## src/common/cgc_defs.vh

```
// register offsets, field positions, reset values and codes of the clock generator control block
// assumes a byte wide register port with one cycle read latency
`ifndef CGC_DEFS_VH
`define CGC_DEFS_VH
// register offsets (chosen)
`define CGC_OFF_CTL_ONE   3'h0
`define CGC_OFF_CTL_TWO   3'h1
`define CGC_OFF_STATUS    3'h2
`define CGC_OFF_DIVCFG    3'h3
// control one fields
`define CGC_GAIN_BIT      7
`define CGC_RANGE_BIT     6
`define CGC_RSRC_BIT      5
`define CGC_MODE_HI       4
`define CGC_MODE_LO       3
`define CGC_KEEP_BIT      2
`define CGC_LDOF_BIT      1
// control two fields
`define CGC_LKRE_BIT      7
`define CGC_MULT_HI       6
`define CGC_MULT_LO       4
`define CGC_CKRE_BIT      3
`define CGC_DIV_HI        2
`define CGC_DIV_LO        0
// status fields
`define CGC_ST_MODE_HI    7
`define CGC_ST_MODE_LO    6
`define CGC_ST_REF_BIT    5
`define CGC_ST_LOL_BIT    4
`define CGC_ST_LOC_BIT    2
`define CGC_ST_EXTV_BIT   1
`define CGC_ST_BUSY_BIT   0
// reset values
`define CGC_RST_CTL_ONE   8'h00
`define CGC_RST_CTL_TWO   8'h00
`define CGC_RST_DIVCFG    8'h02
// clock mode codes
`define CGC_MODE_SLF      2'h0
`define CGC_MODE_EIN      2'h1
`define CGC_MODE_BYP      2'h2
`define CGC_MODE_ENG      2'h3
// prescale factors
`define CGC_PRESCALE_LOW  7'h40
`define CGC_PRESCALE_HIGH 7'h01
// default cycles a field update takes to complete
`define CGC_SYNC_CYCLES   8'h04
`endif

```

## src/hw/cgc_clock_gen_ctrl.v

```verilog
// control register layer of the clock generator: two control registers, status and decoded outputs
// assumes a synchronous byte register port and status inputs already in the ref_clk domain
//
// Operation
// - gain bit selects low power or high gain, once
// - write-once bits take only first write after reset
// - range 0 gives prescale 64, 1 gives 1
// - range write-once, acts only in external modes
// - reference select write-once, 0 clock, 1 crystal
// - mode field bits 4:3, 00 self, 01 internal
// - mode 10 bypass external, 11 engaged external
// - bypass external waits until reference is valid
// - reference valid flag mirrors stable reference clock
// - off mode leaves stored mode field unchanged
// - mode write dropped while earlier one pending
// - first write 0X blocks later 1X writes
// - oscillator keep-in-off enable per mode and gain
// - loss-of-clock disable bit turns detection off
// - lock loss response acts only while sticky set
// - lock loss flag sticky until software clears
// - multiplication field bits 6:4 sets factor N
// - multiplier write dropped while earlier one pending
// - loss-of-clock response: interrupt 0, reset 1
// - divide field bits 2:0 gives power of two
// - divider write dropped while earlier one pending
//
// The register offsets and the plain strobed port were decided locally.
`include "cgc_defs.vh"

module cgc_clock_gen_ctrl #(
    parameter [7:0] SYNC_CYCLES = `CGC_SYNC_CYCLES  // cycles for a field update to cross over
) (
    input  wire        ref_clk,
    input  wire        resetn,
    input  wire [2:0]  reg_addr,
    input  wire [7:0]  reg_wdata,
    input  wire        reg_wr,
    input  wire        reg_rd,
    output reg  [7:0]  reg_rdata,
    input  wire        ext_ref_valid,
    input  wire        ref_kind_status,
    input  wire        lock_lost_evt,
    input  wire        clock_lost_evt,
    input  wire        off_mode,
    output reg  [1:0]  clock_mode_status,
    output reg  [1:0]  clock_mode_sel,
    output reg         osc_high_gain_sel,
    output reg         range_high,
    output reg         ext_ref_source_sel,
    output reg         osc_enable,
    output reg         clock_loss_detect_off,
    output reg  [2:0]  fll_mult_sel,
    output reg  [4:0]  fll_mult_factor,
    output reg  [2:0]  post_div_sel,
    output reg  [7:0]  post_div_factor,
    output reg  [6:0]  prescale_factor,
    output reg  [15:0] eng_ratio_num,
    output wire        ext_pin_used,
    output wire        lock_loss_irq,
    output wire        lock_loss_rst,
    output wire        clock_loss_irq,
    output wire        clock_loss_rst,
    output reg         lock_loss_sticky,
    output reg         clock_loss_sticky
);

    // pending-update states, one-hot
    localparam [1:0] ST_IDLE = 2'b01;
    localparam [1:0] ST_BUSY = 2'b10;

    // multiplication code to factor
    function [4:0] mult_of;
        input [2:0] code;
        begin
            case (code)
                3'h0:    mult_of = 5'h04;
                3'h1:    mult_of = 5'h06;
                3'h2:    mult_of = 5'h08;
                3'h3:    mult_of = 5'h0a;
                3'h4:    mult_of = 5'h0c;
                3'h5:    mult_of = 5'h0e;
                3'h6:    mult_of = 5'h12;
                default: mult_of = 5'h12; // code 7 treated as 6
            endcase
        end
    endfunction

    // update-pending counter step shared by three fields
    function [7:0] cnt_next;
        input [7:0] cnt;
        begin
            cnt_next = (cnt == 8'h00) ? 8'h00 : cnt - 8'h01;
        end
    endfunction

    reg        gain_q;          // gain select
    reg        range_q;         // frequency range
    reg        rsrc_q;          // reference source
    reg [1:0]  mode_req_q;      // stored mode field
    reg [1:0]  mode_act_q;      // mode actually in use
    reg        keep_q;          // oscillator keep in off
    reg        ldof_q;          // loss of clock detection off
    reg        once_done_q;     // first control one write seen
    reg        ext_pin_q;       // external pin reserved by first write
    reg        lkre_q;          // lock loss response select
    reg        ckre_q;          // clock loss response select
    reg [2:0]  mult_q;          // multiplication code
    reg [2:0]  div_q;           // divider code
    reg [1:0]  mode_st_q;       // mode update state
    reg [7:0]  mode_cnt_q;      // mode update remaining
    reg [1:0]  mult_st_q;       // multiplier update state
    reg [7:0]  mult_cnt_q;      // multiplier update remaining
    reg [1:0]  div_st_q;        // divider update state
    reg [7:0]  div_cnt_q;       // divider update remaining
    reg [1:0]  mode_pend_q;     // mode awaiting completion
    reg [2:0]  mult_pend_q;     // multiplier awaiting completion
    reg [2:0]  div_pend_q;      // divider awaiting completion

    wire wr_one = reg_wr && (reg_addr == `CGC_OFF_CTL_ONE);  // control one write
    wire wr_two = reg_wr && (reg_addr == `CGC_OFF_CTL_TWO);  // control two write
    wire wr_st  = reg_wr && (reg_addr == `CGC_OFF_STATUS);   // status write clears
    wire [1:0] new_mode = reg_wdata[`CGC_MODE_HI:`CGC_MODE_LO];
    wire mode_busy = mode_st_q[1];
    wire mult_busy = mult_st_q[1];
    wire div_busy  = div_st_q[1];
    // mode write allowed: none pending and external code permitted
    wire mode_ok = !mode_busy && !(once_done_q && !ext_pin_q && new_mode[1]);

    // control one register with write-once bits
    always @(posedge ref_clk or negedge resetn) begin
        if (!resetn) begin
            gain_q      <= 1'b0;
            range_q     <= 1'b0;
            rsrc_q      <= 1'b0;
            keep_q      <= 1'b0;
            ldof_q      <= 1'b0;
            once_done_q <= 1'b0;
            ext_pin_q   <= 1'b0;
        end else if (wr_one) begin
            keep_q <= reg_wdata[`CGC_KEEP_BIT];
            ldof_q <= reg_wdata[`CGC_LDOF_BIT];
            if (!once_done_q) begin                       // later writes ignored
                once_done_q <= 1'b1;
                gain_q      <= reg_wdata[`CGC_GAIN_BIT];
                range_q     <= reg_wdata[`CGC_RANGE_BIT];
                rsrc_q      <= reg_wdata[`CGC_RSRC_BIT];
                ext_pin_q   <= new_mode[1];
            end
        end
    end

    // mode field: store, then count down to completion
    always @(posedge ref_clk or negedge resetn) begin
        if (!resetn) begin
            mode_req_q  <= `CGC_MODE_SLF;
            mode_pend_q <= `CGC_MODE_SLF;
            mode_st_q   <= ST_IDLE;
            mode_cnt_q  <= 8'h00;
        end else begin
            case (mode_st_q)
                ST_IDLE: begin
                    if (wr_one && mode_ok) begin
                        mode_req_q  <= new_mode;          // off mode never touches this
                        mode_pend_q <= new_mode;
                        mode_st_q   <= ST_BUSY;
                        mode_cnt_q  <= SYNC_CYCLES;
                    end
                end
                ST_BUSY: begin
                    mode_cnt_q <= cnt_next(mode_cnt_q);
                    if (mode_cnt_q == 8'h00)
                        mode_st_q <= ST_IDLE;
                end
                default: mode_st_q <= ST_IDLE;
            endcase
        end
    end

    // mode in use follows the request; bypass waits for valid reference
    always @(posedge ref_clk or negedge resetn) begin
        if (!resetn) begin
            mode_act_q <= `CGC_MODE_SLF;
        end else if (!mode_busy && !off_mode && mode_act_q != mode_pend_q) begin
            if (mode_pend_q != `CGC_MODE_BYP || ext_ref_valid)
                mode_act_q <= mode_pend_q;
        end
    end

    // control two: response bits and pending multiplier and divider
    always @(posedge ref_clk or negedge resetn) begin
        if (!resetn) begin
            lkre_q      <= 1'b0;
            ckre_q      <= 1'b0;
            mult_pend_q <= 3'h0;
            div_pend_q  <= 3'h0;
            mult_st_q   <= ST_IDLE;
            div_st_q    <= ST_IDLE;
            mult_cnt_q  <= 8'h00;
            div_cnt_q   <= 8'h00;
        end else begin
            if (wr_two) begin
                lkre_q <= reg_wdata[`CGC_LKRE_BIT];
                ckre_q <= reg_wdata[`CGC_CKRE_BIT];
            end
            case (mult_st_q)
                ST_IDLE: begin
                    if (wr_two) begin                     // dropped when busy
                        mult_pend_q <= reg_wdata[`CGC_MULT_HI:`CGC_MULT_LO];
                        mult_st_q   <= ST_BUSY;
                        mult_cnt_q  <= SYNC_CYCLES;
                    end
                end
                ST_BUSY: begin
                    mult_cnt_q <= cnt_next(mult_cnt_q);
                    if (mult_cnt_q == 8'h00)
                        mult_st_q <= ST_IDLE;
                end
                default: mult_st_q <= ST_IDLE;
            endcase
            case (div_st_q)
                ST_IDLE: begin
                    if (wr_two) begin                     // dropped when busy
                        div_pend_q <= reg_wdata[`CGC_DIV_HI:`CGC_DIV_LO];
                        div_st_q   <= ST_BUSY;
                        div_cnt_q  <= SYNC_CYCLES;
                    end
                end
                ST_BUSY: begin
                    div_cnt_q <= cnt_next(div_cnt_q);
                    if (div_cnt_q == 8'h00)
                        div_st_q <= ST_IDLE;
                end
                default: div_st_q <= ST_IDLE;
            endcase
        end
    end

    // completed multiplier and divider codes
    always @(posedge ref_clk or negedge resetn) begin
        if (!resetn) begin
            mult_q <= 3'h0;
            div_q  <= 3'h0;
        end else begin
            if (mult_busy && mult_cnt_q == 8'h00)
                mult_q <= mult_pend_q;
            if (div_busy && div_cnt_q == 8'h00)
                div_q <= div_pend_q;
        end
    end

    // sticky loss flags; set wins over a clear in the same cycle
    always @(posedge ref_clk or negedge resetn) begin
        if (!resetn) begin
            lock_loss_sticky  <= 1'b0;
            clock_loss_sticky <= 1'b0;
        end else begin
            if (lock_lost_evt)
                lock_loss_sticky <= 1'b1;
            else if (wr_st && reg_wdata[`CGC_ST_LOL_BIT])
                lock_loss_sticky <= 1'b0;
            if (clock_lost_evt && !ldof_q)
                clock_loss_sticky <= 1'b1;                // detection gated
            else if (wr_st && reg_wdata[`CGC_ST_LOC_BIT])
                clock_loss_sticky <= 1'b0;
        end
    end

    // requests only while the sticky flag stands
    assign lock_loss_irq  = lock_loss_sticky && !lkre_q;
    assign lock_loss_rst  = lock_loss_sticky && lkre_q;
    assign clock_loss_irq = clock_loss_sticky && !ckre_q;
    assign clock_loss_rst = clock_loss_sticky && ckre_q;
    assign ext_pin_used   = ext_pin_q;

    // decoded control outputs
    always @(posedge ref_clk or negedge resetn) begin
        if (!resetn) begin
            clock_mode_status     <= `CGC_MODE_SLF;
            clock_mode_sel        <= `CGC_MODE_SLF;
            osc_high_gain_sel     <= 1'b0;
            range_high            <= 1'b0;
            ext_ref_source_sel    <= 1'b0;
            osc_enable            <= 1'b0;
            clock_loss_detect_off <= 1'b0;
            fll_mult_sel          <= 3'h0;
            fll_mult_factor       <= 5'h04;
            post_div_sel          <= 3'h0;
            post_div_factor       <= 8'h01;
            prescale_factor       <= `CGC_PRESCALE_HIGH;
            eng_ratio_num         <= 16'h0000;
        end else begin
            clock_mode_status     <= mode_act_q;
            clock_mode_sel        <= mode_act_q;
            osc_high_gain_sel     <= gain_q;
            ext_ref_source_sel    <= rsrc_q;
            clock_loss_detect_off <= ldof_q;
            fll_mult_sel          <= mult_q;
            fll_mult_factor       <= mult_of(mult_q);
            post_div_sel          <= div_q;
            post_div_factor       <= 8'h01 << div_q;
            // range only matters with an external mode
            if (mode_act_q[1]) begin
                range_high      <= range_q;
                prescale_factor <= range_q ? `CGC_PRESCALE_HIGH : `CGC_PRESCALE_LOW;
            end else begin
                range_high      <= 1'b0;
                prescale_factor <= `CGC_PRESCALE_HIGH;
            end
            // output/ref ratio numerator P*N; divide by post_div_factor
            if (mode_act_q == `CGC_MODE_ENG)
                eng_ratio_num <= {9'h000, prescale_factor} * {11'h000, fll_mult_factor};
            else
                eng_ratio_num <= 16'h0000;
            // oscillator enable: external modes when running, or off mode per keep bit unless gain and range are both set
            if (!mode_act_q[1])
                osc_enable <= 1'b0;
            else if (!off_mode)
                osc_enable <= 1'b1;
            else if (gain_q && range_q)
                osc_enable <= 1'b1;                                          // keep bit ignored
            else if (keep_q)
                osc_enable <= ref_kind_status;
            else
                osc_enable <= ref_kind_status && (mode_req_q == `CGC_MODE_BYP);
        end
    end

    // read data one cycle after the read strobe
    always @(posedge ref_clk or negedge resetn) begin
        if (!resetn) begin
            reg_rdata <= 8'h00;
        end else if (reg_rd) begin
            case (reg_addr)
                `CGC_OFF_CTL_ONE: reg_rdata <= {gain_q, range_q, rsrc_q, mode_req_q, keep_q, ldof_q, 1'b0};
                `CGC_OFF_CTL_TWO: reg_rdata <= {lkre_q, mult_q, ckre_q, div_q};
                `CGC_OFF_STATUS:  reg_rdata <= {mode_act_q, ref_kind_status, lock_loss_sticky, 1'b0,
                                                clock_loss_sticky, ext_ref_valid,
                                                mode_busy | mult_busy | div_busy};
                default:          reg_rdata <= 8'h00;
            endcase
        end else begin
            reg_rdata <= 8'h00;
        end
    end

endmodule // cgc_clock_gen_ctrl

```

## config.mk

```make
export PLATFORM = sky130hd
export DESIGN_NAME = cgc_clock_gen_ctrl
export DESIGN_NICKNAME = d
export VERILOG_FILES = /design/src/hw/cgc_clock_gen_ctrl.v
export VERILOG_INCLUDE_DIRS = /design/src /design/src/common
export SDC_FILE = /design/constraint.sdc
export NUM_CORES = 1
export LEC_CHECK = 0
export CAP_MARGIN = 30
export CORE_MARGIN = 3
export CORE_UTILIZATION = 40
export DETAILED_ROUTE_END_ITERATION = 8
export DONT_BUFFER_PORTS = 1
export PLACE_DENSITY = 0.62
export SLEW_MARGIN = 0
export SYNTH_ARGS = -nofsm -noshare
export SYNTH_HDL_FRONTEND = slang
export SYNTH_SLANG_ARGS = --single-unit
export TNS_END_PERCENT = 5
```

## constraint.sdc

```tcl
create_clock -name ref_clk -period 1.9 [get_ports ref_clk]
set_input_delay 0.095 -clock ref_clk [delete_from_list [all_inputs] [get_ports ref_clk]]
set_output_delay 0.095 -clock ref_clk [all_outputs]
set_load 0.01 [all_outputs]
```

; ---- After elaboration in Yosys (flattened, before gate mapping)
; Index checks and enable logic that the tools add are counted.
[word_totals]
regBits = 114
input_bits = 20
out_inout_bits = 66
[op_classes]
addsub = 3
multipliers = 1
eq_ne = 23
shifts = 1
mux = 31
bitwise_logic = 3
reduce_logical = 49
[ops]
columns = op, count
row1 = 8-bit 2-to-1 mux, 6
row2 = 8-bit case mux with 2 select lines, 3
row3 = 5-bit case mux with 6 select lines, 1
row4 = 8-bit zero test, 3
row5 = 8-bit case mux with 3 select lines, 1
row6 = "8-bit by 1-bit subtractor with 8-bit output, second input constant", 3
row7 = 2-bit AND reduction, 11
row8 = 1-bit logical AND, 20
row9 = 7-bit 2-to-1 mux, 2
row10 = "2-bit != test, second input constant", 7
row11 = 7-bit by 5-bit multiplier with 12-bit output, 1
row12 = 12-bit 2-to-1 mux, 1
row13 = 2-bit case mux with 2 select lines, 3
row14 = "2-bit == test, second input constant", 5
row15 = 2-bit 2-to-1 mux, 5
row16 = 2-bit nonzero test, 5
row17 = "3-bit by 2-bit == test with 1-bit output, second input constant", 3
row18 = 1-bit 2-to-1 mux, 9
row19 = "1-bit by 3-bit left shift with 8-bit output, first input constant", 1
row20 = 1-bit zero test, 7
row21 = "2-bit by 1-bit == test with 1-bit output, second input constant", 3
row22 = "3-bit by 1-bit == test with 1-bit output, second input constant", 2
row23 = "3-bit == test, second input constant", 2
row24 = 3-bit zero test, 2
row25 = 4 further kinds, 5

; ---- Depth between registers and ports, before layout
; Gate-level depths: netlist of the first run.
[depth]
word_depth = 8
mapped_depth = 7

; ---- Least setup slack after synthesis of the first run
; Ideal clock, no wire load.
[synth_path]
path_type = reg2reg
start = register mult_cnt_q[0]
end = register mult_cnt_q[4]
arrival_time_ns = 1.522
t_required_ns = 1.775
path_slack_ns = 0.254
path_stages_with_launch = 6
path_buffers = 0
path_cell_list = dfrtp_1 > inv_1 > ha_1 > or3b_2 > a22o_1 > mux2_2
[synth_via]
elab_chain_cells = 3
word_cells_on_any_way = 4
cone_classes = add/sub: 1 / mux: 2 / reduce/logical: 1
[synth_lines]
columns = item, line
row1 = from (decl), cgc_clock_gen_ctrl.v:112  ; reg [7:0] mult_cnt_q;
row2 = from (signal assigned), cgc_clock_gen_ctrl.v:214  ; mult_cnt_q <= cnt_next(mult_cnt_q);
row3 = 8-bit by 1-bit subtractor with 8-bit output / 8-bit zero test (equally long branches), cgc_clock_gen_ctrl.v:92  ; cnt_next = (cnt == 8'h00) ? 8'h00 : cnt - 8'h01;
row4 = 8-bit 2-to-1 mux (*), cgc_clock_gen_ctrl.v:92
row5 = 8-bit case mux with 2 select lines (*), cgc_clock_gen_ctrl.v:205  ; case (mult_st_q)
; Every way passes the cells marked *; elsewhere a longest branch is shown, timed or not.
; A chain may end at the register's enable or synchronous reset.

; ---- Worst setup path in the final report of the first run
[layout_path]
start = register mult_cnt_q[0]
end = register mult_cnt_q[6]
; Same word-level chain as after synthesis.

==> results of run 1 <==
## metal layers
layer / global-route usage, % / share of wire, % / vias to the layer above / routed length (um)
met3: 4.204 / 6.1 / 10 / 523
met2: 25.22 / 50 / 74 / 4214
met5: 0 / 0 / - / 0
met4: 6.492 / 1.7 / 0 / 141
met1: 18.11 / 43 / 1330 / 3628
li1: - / - / 1285 / -
## sequential cells by signal (all words and copies together) (netlist names), 2 cells and up
register,count
div_cnt_q,8
div_st_q,2
fll_mult_sel,3
eng_ratio_num,8
div_q,3
clock_mode_sel,2
mode_cnt_q,8
reg_rdata,8
mult_st_q,2
post_div_factor,8
post_div_sel,3
div_pend_q,3
mult_cnt_q,8
fll_mult_factor,4
prescale_factor,2
mode_pend_q,2
mult_pend_q,3
mode_act_q,2
mode_st_q,2
mult_q,3
## worst reg2reg max path, delay by kind of cell (launching register included)
kind | cells | cell delay [ns]
flip-flops | 1 | 0.42
adder cells (fa/ha/maj) | 1 | 0.19
buffers and inverters | 1 | 0.09
AO/OA/AOI/OAI | 2 | 0.33
AND/OR/NAND/NOR | 2 | 0.63
## worst min-delay path by stage
stage	start	to	slack [ns]	depth (start not counted)
after CTS	resetn	eng_ratio_num[8]	-0.61	0
final	resetn	fll_mult_sel[2]	-0.60	0
after detailed placement	resetn	fll_mult_sel[2]	-0.20	0
after global routing	resetn	fll_mult_sel[2]	-0.63	0
after global placement	resetn	fll_mult_sel[2]	-0.20	0
after floorplan	resetn	ckre_q	-0.20	0
## repair_timing
action                                  4_1_cts  5_1_grt
hold buffers                                 21        1
endpoints found under the setup margin        0        2
hold endpoints to repair                    129      101
resized for setup                             0        2
## final cells by class
cell class | instances | area [um^2]
clock inverter | 5 | 35.03
multi-input combinational | 235 | 1569
clock buffer | 11 | 141.4
tap | 136 | 170.2
timing repair buffer | 31 | 287.8
sequential | 100 | 2510
inverter | 17 | 63.81
fill | 917 | 5547
## Yosys cell counts (4+ instances only)
| library cell | n |
|---|---|
| clkbuf_1 | 4 |
| dfstp_2 | 6 |
| nor2b_1 | 7 |
| and2_1 | 12 |
| o21ai_0 | 14 |
| a31oi_1 | 8 |
| dfrtp_1 | 94 |
| nor3b_1 | 4 |
| a22o_1 | 4 |
| inv_1 | 17 |
| buf_4 | 16 |
| mux2i_1 | 8 |
| nor3_1 | 8 |
| a21o_1 | 5 |
| nand2_1 | 30 |
| a21oi_1 | 16 |
| nor2_1 | 26 |
| ha_1 | 6 |
| mux2_2 | 21 |
## power by group through the flow
| stage | registers, mW | clock network (mW) | logic [mW] |
|---|---|---|---|
| 5_1_grt | 2.80 | 1.40 | 0.711 |
| 3_5_place_dp | 2.79 | 0 | 0.568 |
| 2_1_floorplan | 2.69 | 0 | 0.519 |
| 3_3_place_gp | 2.78 | 0 | 0.549 |
| 6_report | 2.75 | 1.25 | 0.625 |
| 4_1_cts | 2.75 | 1.30 | 0.618 |
## stage by stage
step	cells	util (%)	instance area [um^2]	setup WS [ns]
global placement	497	42.36	4373	0.2117
CTS	534	46.10	4760	0.1287
floorplan	376	-	4303	0.2536
finish	535	46.27	4777	0.1349
detailed placement	497	42.36	4373	0.1399
global route	535	46.27	4777	0.002232
## cell families (layout without fill, tap and decap cells)
logic type / after synthesis / after routing / synth area share, %
buf+inv: 41 / 64 / 5.441
flops: 100 / 100 / 59.00
xor+xnor: 4 / 4 / 0.8237
fa+ha+maj: 6 / 6 / 1.765
simple gates: 118 / 118 / 15.44
compound gates: 64 / 64 / 10.00
other cells: 1 / 14 / 0.08815
mux: 29 / 29 / 7.441
==> metrics.md, run 1 <==
| Metric | Value |
|---|---|
| Final Wtd Congestion | 0.7484 |
| Synth Warn # | 0 |
| CP startpoint kind | flip-flop |
| Min-delay worst type | in -> async |
| Worst R2R Path Depth | 6 |
| Skew final | 0.009167 ns |
| Logic pwr share | 13.5% |
| Critical Path End | mult_cnt_q[6] |
| Switch share | 29.49% |
| Most used DFF post-synth | dfrtp_1 |
| Via count | 2699 |
| Nets | 420 |
| RSZ-0062 raised after global routing | false |
| Violated checks | hold timing |
| Final min period | 1.765 ns |
| Die Area | 11910 um^2 |
| Dpl hpwl | 5.800 mm |
| Critical Setup Path Class | reg -> reg |
| Pin count of the biggest net entering global routing | 101 |
| Share of flip-flops with an asynchronous set or reset | 100.0% |
| Post-Synthesis Cell Area | 4254 um^2 |
| FF-to-FF Start | mult_cnt_q[0] |
| Sequential share of power | 59.4% |
| Inserted Diodes | 0 |
| Setup TNS | 0 ns |
| Layout area overhead | 12.29% |
| Overflow after GRT | 0 |
| Crit-path slowest cell | or3b_2 |
| Clk pin slew, worst setup/hold paths | 0.09 ns |
| Io pins | 86 |
| Gr usage total | 15.06% |
| Post-synth top area share | 55.29% |
| CTS max path bufs | 2 |
| Core area | 10320 um^2 |
| Worst EP required | 2.18 ns |
| Final period util | 92.90% |
| Arr. time, crit path | 2.04 ns |
| Worst R2R Setup Slack | 0.13 ns |
| FP Rows | 37 |
| Number of synthesized flops with an enable pin | 0 |
| Critical Path Start | mult_cnt_q[0] |
| Reg-to-Reg End | mult_cnt_q[6] |
| Die width | 109.1 um |
| Worst path cell trace | inv_1, ha_1, or3b_2, nor3_1, o21ai_0, a22o_1 |
| First-pass GRT wire length | 13.75 mm |
| LEAKAGE | 2.218 nW |
| Sequential share of the synthesized area | 59.00% |
| Rel. slew slack | 61.31% |
| Number of distinct library cells after synthesis | 57 |
| Drt pass-1 iters | 4 |
| Post-synth top area cell | dfrtp_1 |
| Cell family with most CP delay | simple AND/OR/NAND/NOR gates |
| Commonest non-fill, non-tap cell in the layout | dfrtp_1 |
| Sw power | 1.365 mW |
| CTS H-tree depth | 3 |
| Internal | 3.264 mW |
| Initial antenna violation count | 0 |
| Clock root buffer | clkbuf_8 |
| Synth Instances | 363 |
| Slew @ Worst Pin | 0.5777 ns |
| Worst vdd ir | 465.5 uV |
| Final Hold Viols | 100 |
| Vias in the first global route | 2689 |
| Post-CTS setup repair buffer count | 0 |
| # Max-Cap Violations | 0 |
| Post-Route WL | 8.508 mm |
| Synthesized flop and latch total | 100 |
| Commonest non-fill, non-tap cells in the layout | dfrtp_1 (94), nand2_1 (30), nor2_1 (26) |
| DRC | 0 |
| Post-DR wirelength/cell | 15.90 um |
| Crit path buf inv count | 1 |
| Post-DRT Antenna Nets | 0 |
| Crit-path max FO | 5 |
| 1st-iter DRT viols | 122 |
| Endpoint type of the worst setup path | flip-flop |
| Pwr Density | 969.0 nW/um^2 |
| Skew-Pair Late Insertion Delay | 0.38 ns |
| Die H | 109.1 um |
| Num CTS Buffers | 9 |
| CTS tree | built |
| Critical Path Max Stage Delay | 0.50 ns |
| Clock power share | 27.1% |
| Fmax | 566.6 MHz |
| Worst hold slack | -0.6042 ns |
| Synth area leaders | dfrtp_1 (55%), mux2_2 (5.6%), dfstp_2 (3.7%) |
| Initial Util | 41.21% |
| Outcome | finished, violations left |
| Fin. max-slew vios | 0 |
| Layout cells sized above 1 | 16.54% |
| # setup viols final | 0 |
| Critical path depth in cells | 6 |
| IO buf count | 0 |
| DR vias/cell | 5.045 |
| Syn_area_per_cell | 11.72 um^2 |
| Pwr Total | 4.629 mW |
| Clock tree sinks | 100 |
Note: power is estimated with default switching activity, not from simulation.
==> inputs of run 2 (changes only) <==
CELL_PAD_IN_SITES_DETAIL_PLACEMENT = 1   (was default)
CELL_PAD_IN_SITES_GLOBAL_PLACEMENT = 1   (was default)
PLACE_DENSITY = 0.74   (was 0.62)
==> run 2 against run 1 <==
  * The run still ends with hold timing left
  * Register-to-register slack is essentially flat
  * Setup slack lost 0.0084 ns
  * Global-route usage increased by 3.7 points
  * Non-clock buffer count fell by 3
  * Sequential cell count is the same
  * First-iteration DRC count increased by 17%
  * Critical path depth did not move
  * Final area unchanged
  * Wire length is 23% higher
  * Core utilization is the same
  * Final cell count shrank 0.56%
  * Critical endpoint is now mult_cnt_q[4]
  * Largest cell class unchanged
  * Largest power group unchanged
==> metrics.md, run 2 (synthesis results as in run 1) <==
| Metric | Value |
|---|---|
| Num CTS Buffers | 9 (unchanged) |
| Cell Area, Placed | 4373 um^2 (unchanged) |
| Post-DR wirelength/cell | 19.64 um (+23%) |
| Pin count of the biggest net entering global routing | 101 (unchanged) |
| Crit path buf inv count | 1 (unchanged) |
| Fmax | 563.9 MHz (-0.47%) |
| Die Area | 11910 um^2 (unchanged) |
| Critical Path Max Stage Delay | 0.43 ns (-0.07 ns) |
| Reg-to-Reg End | mult_cnt_q[4] |
| Min-delay worst type | in -> async |
| Pwr Density | 1011 nW/um^2 (+4.3%) |
| IO buf count | 0 (unchanged) |
| FP Rows | 37 (unchanged) |
| CTS tree | built |
| Critical Path Start | mult_cnt_q[0] |
| GR peak layer | met2 |
| Die H | 109.1 um (unchanged) |
| Slew @ Worst Pin | 0.5727 ns (-0.004977 ns) |
| FF-to-FF Start | mult_cnt_q[0] |
| Setup TNS | 0 ns (unchanged) |
| # Max-Cap Violations | 0 (unchanged) |
| Met2 global-route usage | 33.29% (+8.1 points) |
| First-pass GRT wire length | 16.88 mm (+23%) |
| Rel. slew slack | 61.64% (+0.33 points) |
| Clk pin slew, worst setup/hold paths | 0.10 ns (about the same) |
| Die width | 109.1 um (unchanged) |
| Worst hold slack | -0.5877 ns (+0.01652 ns) |
| Overflow after GRT | 0 (unchanged) |
| Hold buffer count at CTS | 19 (-9.5%) |
| Via count | 2776 (+2.9%) |
| Layout Utilization | 46.27% (unchanged) |
| DRC | 0 (unchanged) |
| Crit-path slowest cell | dfrtp_1 |
| Worst vdd ir | 346.6 uV (-26%) |
| Outcome | finished, violations left |
| Final Wtd Congestion | 0.7637 (+2.0%) |
| RSZ-0062 raised after global routing | false |
| Skew-Pair Late Insertion Delay | 0.37 ns (about the same) |
| Area taken by flip-flops and latches | 2510 um^2 (unchanged) |
| Clock tree sinks | 100 (unchanged) |
| Critical Setup Path Class | reg -> reg |
| Worst R2R Path Depth | 6 (unchanged) |
| Endpoint type of the worst setup path | flip-flop |
| Inserted Diodes | 0 (unchanged) |
| Worst R2R Setup Slack | 0.13 ns (about the same) |
| Initial antenna violation count | 0 (unchanged) |
| Post-CTS setup repair buffer count | 0 (unchanged) |
| Core area | 10320 um^2 (unchanged) |
| Nets | 417 (-0.71%) |
| Gr usage total | 18.79% (+3.7 points) |
| Post-DRT Antenna Nets | 0 (unchanged) |
| Filler Cell Count | 1108 (+21%) |
| Io pins | 86 (unchanged) |
| Post-route cell area | 4777 um^2 (unchanged) |
| Multi-input logic area | 1580 um^2 (+0.72%) |
| CP startpoint kind | flip-flop |
| Cell family with most CP delay | flip-flops |
| Final Hold Viols | 100 (unchanged) |
| Layout area overhead | 12.29% (unchanged) |
| Vias in the first global route | 3035 (+13%) |
| Fin. max-slew vios | 0 (unchanged) |
| Final min period | 1.773 ns (+0.008386 ns) |
| Critical path depth in cells | 6 (unchanged) |
| Commonest non-fill, non-tap cells in the layout | dfrtp_1 (94), nand2_1 (30), nor2_1 (26) |
| Arr. time, crit path | 2.05 ns (about the same) |
| Dpl hpwl | 7.120 mm (+23%) |
| Final period util | 93.34% (+0.44 points) |
| Drt pass-1 iters | 4 (unchanged) |
| Worst path cell trace | inv_1, ha_1, nor4b_2, a21oi_2, a22o_1, mux2_2 |
| M3 GR Usage | 5.269% (+1.1 points) |
| Crit-path max FO | 7 (+2) |
| CTS max path bufs | 2 (unchanged) |
| M1 GR Usage | 21.98% (+3.9 points) |
| Skew final | 0.01408 ns (+0.004917 ns) |
| Violated checks | hold timing |
| 1st-iter DRT viols | 143 (+17%) |
| LEAKAGE | 2.216 nW (about the same) |
| Worst EP required | 2.17 ns (about the same) |
| DR vias/cell | 5.218 (+3.4%) |
| Commonest non-fill, non-tap cell in the layout | dfrtp_1 |
| Layout cells sized above 1 | 16.67% (+0.13 points) |
| # setup viols final | 0 (unchanged) |
| Initial Util | 41.21% (unchanged) |
| Clock root buffer | clkbuf_8 |
| Post-Route WL | 10.45 mm (+23%) |
| CTS H-tree depth | 3 (unchanged) |
-- run 2: report_power, final --
part | total, mW | switching [mW] | internal, mW
Combinational | 0.656 | 0.331 | 0.324
Clock | 1.41 | 0.757 | 0.651
Sequential | 2.77 | 0.347 | 2.42
-- run 2: area by class of cell --
cell class                      instances  share of cell area, %
Clock buffer                           13                  3.117
Clock inverter                          3                 0.9691
Inverter                               17                  1.336
Multi-Input combinational cell        235                  33.08
Sequential cell                       100                  52.54
Tap cell                              136                  3.562
Timing Repair Buffer                   28                  5.395
-- run 2: how the worst max path moves through the flow --
| stage | end |
|---|---|
| final | mult_cnt_q[4] |
| after global routing | mult_cnt_q[4] |
| after CTS | mult_cnt_q[6] |
| after detailed placement | mode_cnt_q[6] |
| after global placement | mult_cnt_q[4] |
| after floorplan | mult_cnt_q[4] |
-- run 2: per-stage QoR --
stage	hold WS (ns)	std cells	power, mW	setup WS (ns)
after CTS	-0.6164	532	4.847	0.07501
after detailed placement	-0.1978	497	3.407	-0.02029
after global placement	-0.1970	497	3.328	0.1970
final	-0.5877	532	4.829	0.1266
after floorplan	-0.2006	376	3.205	0.2536
after global routing	-0.6276	532	5.102	0.001968
-- run 2: metal layers --
layer / vias up / wire length, um
met5: - / 0
met4: 0 / 153
met3: 13 / 449
met2: 52 / 5712
met1: 1437 / 4133
li1: 1274 / -
-- run 2: repair_timing --
item / in CTS / in global routing
endpoints found under the hold margin: 129 / 100
endpoints found under the setup margin: 1 / 3
resized for setup: 1 / 4
-- run 2: worst register-to-register path: stages, from the launching register on --
cell,delay (ns)
dfrtp_1,0.43
inv_1,0.10
ha_1,0.14
nor4b_2,0.33
a21oi_2,0.18
a22o_1,0.23
mux2_2,0.25
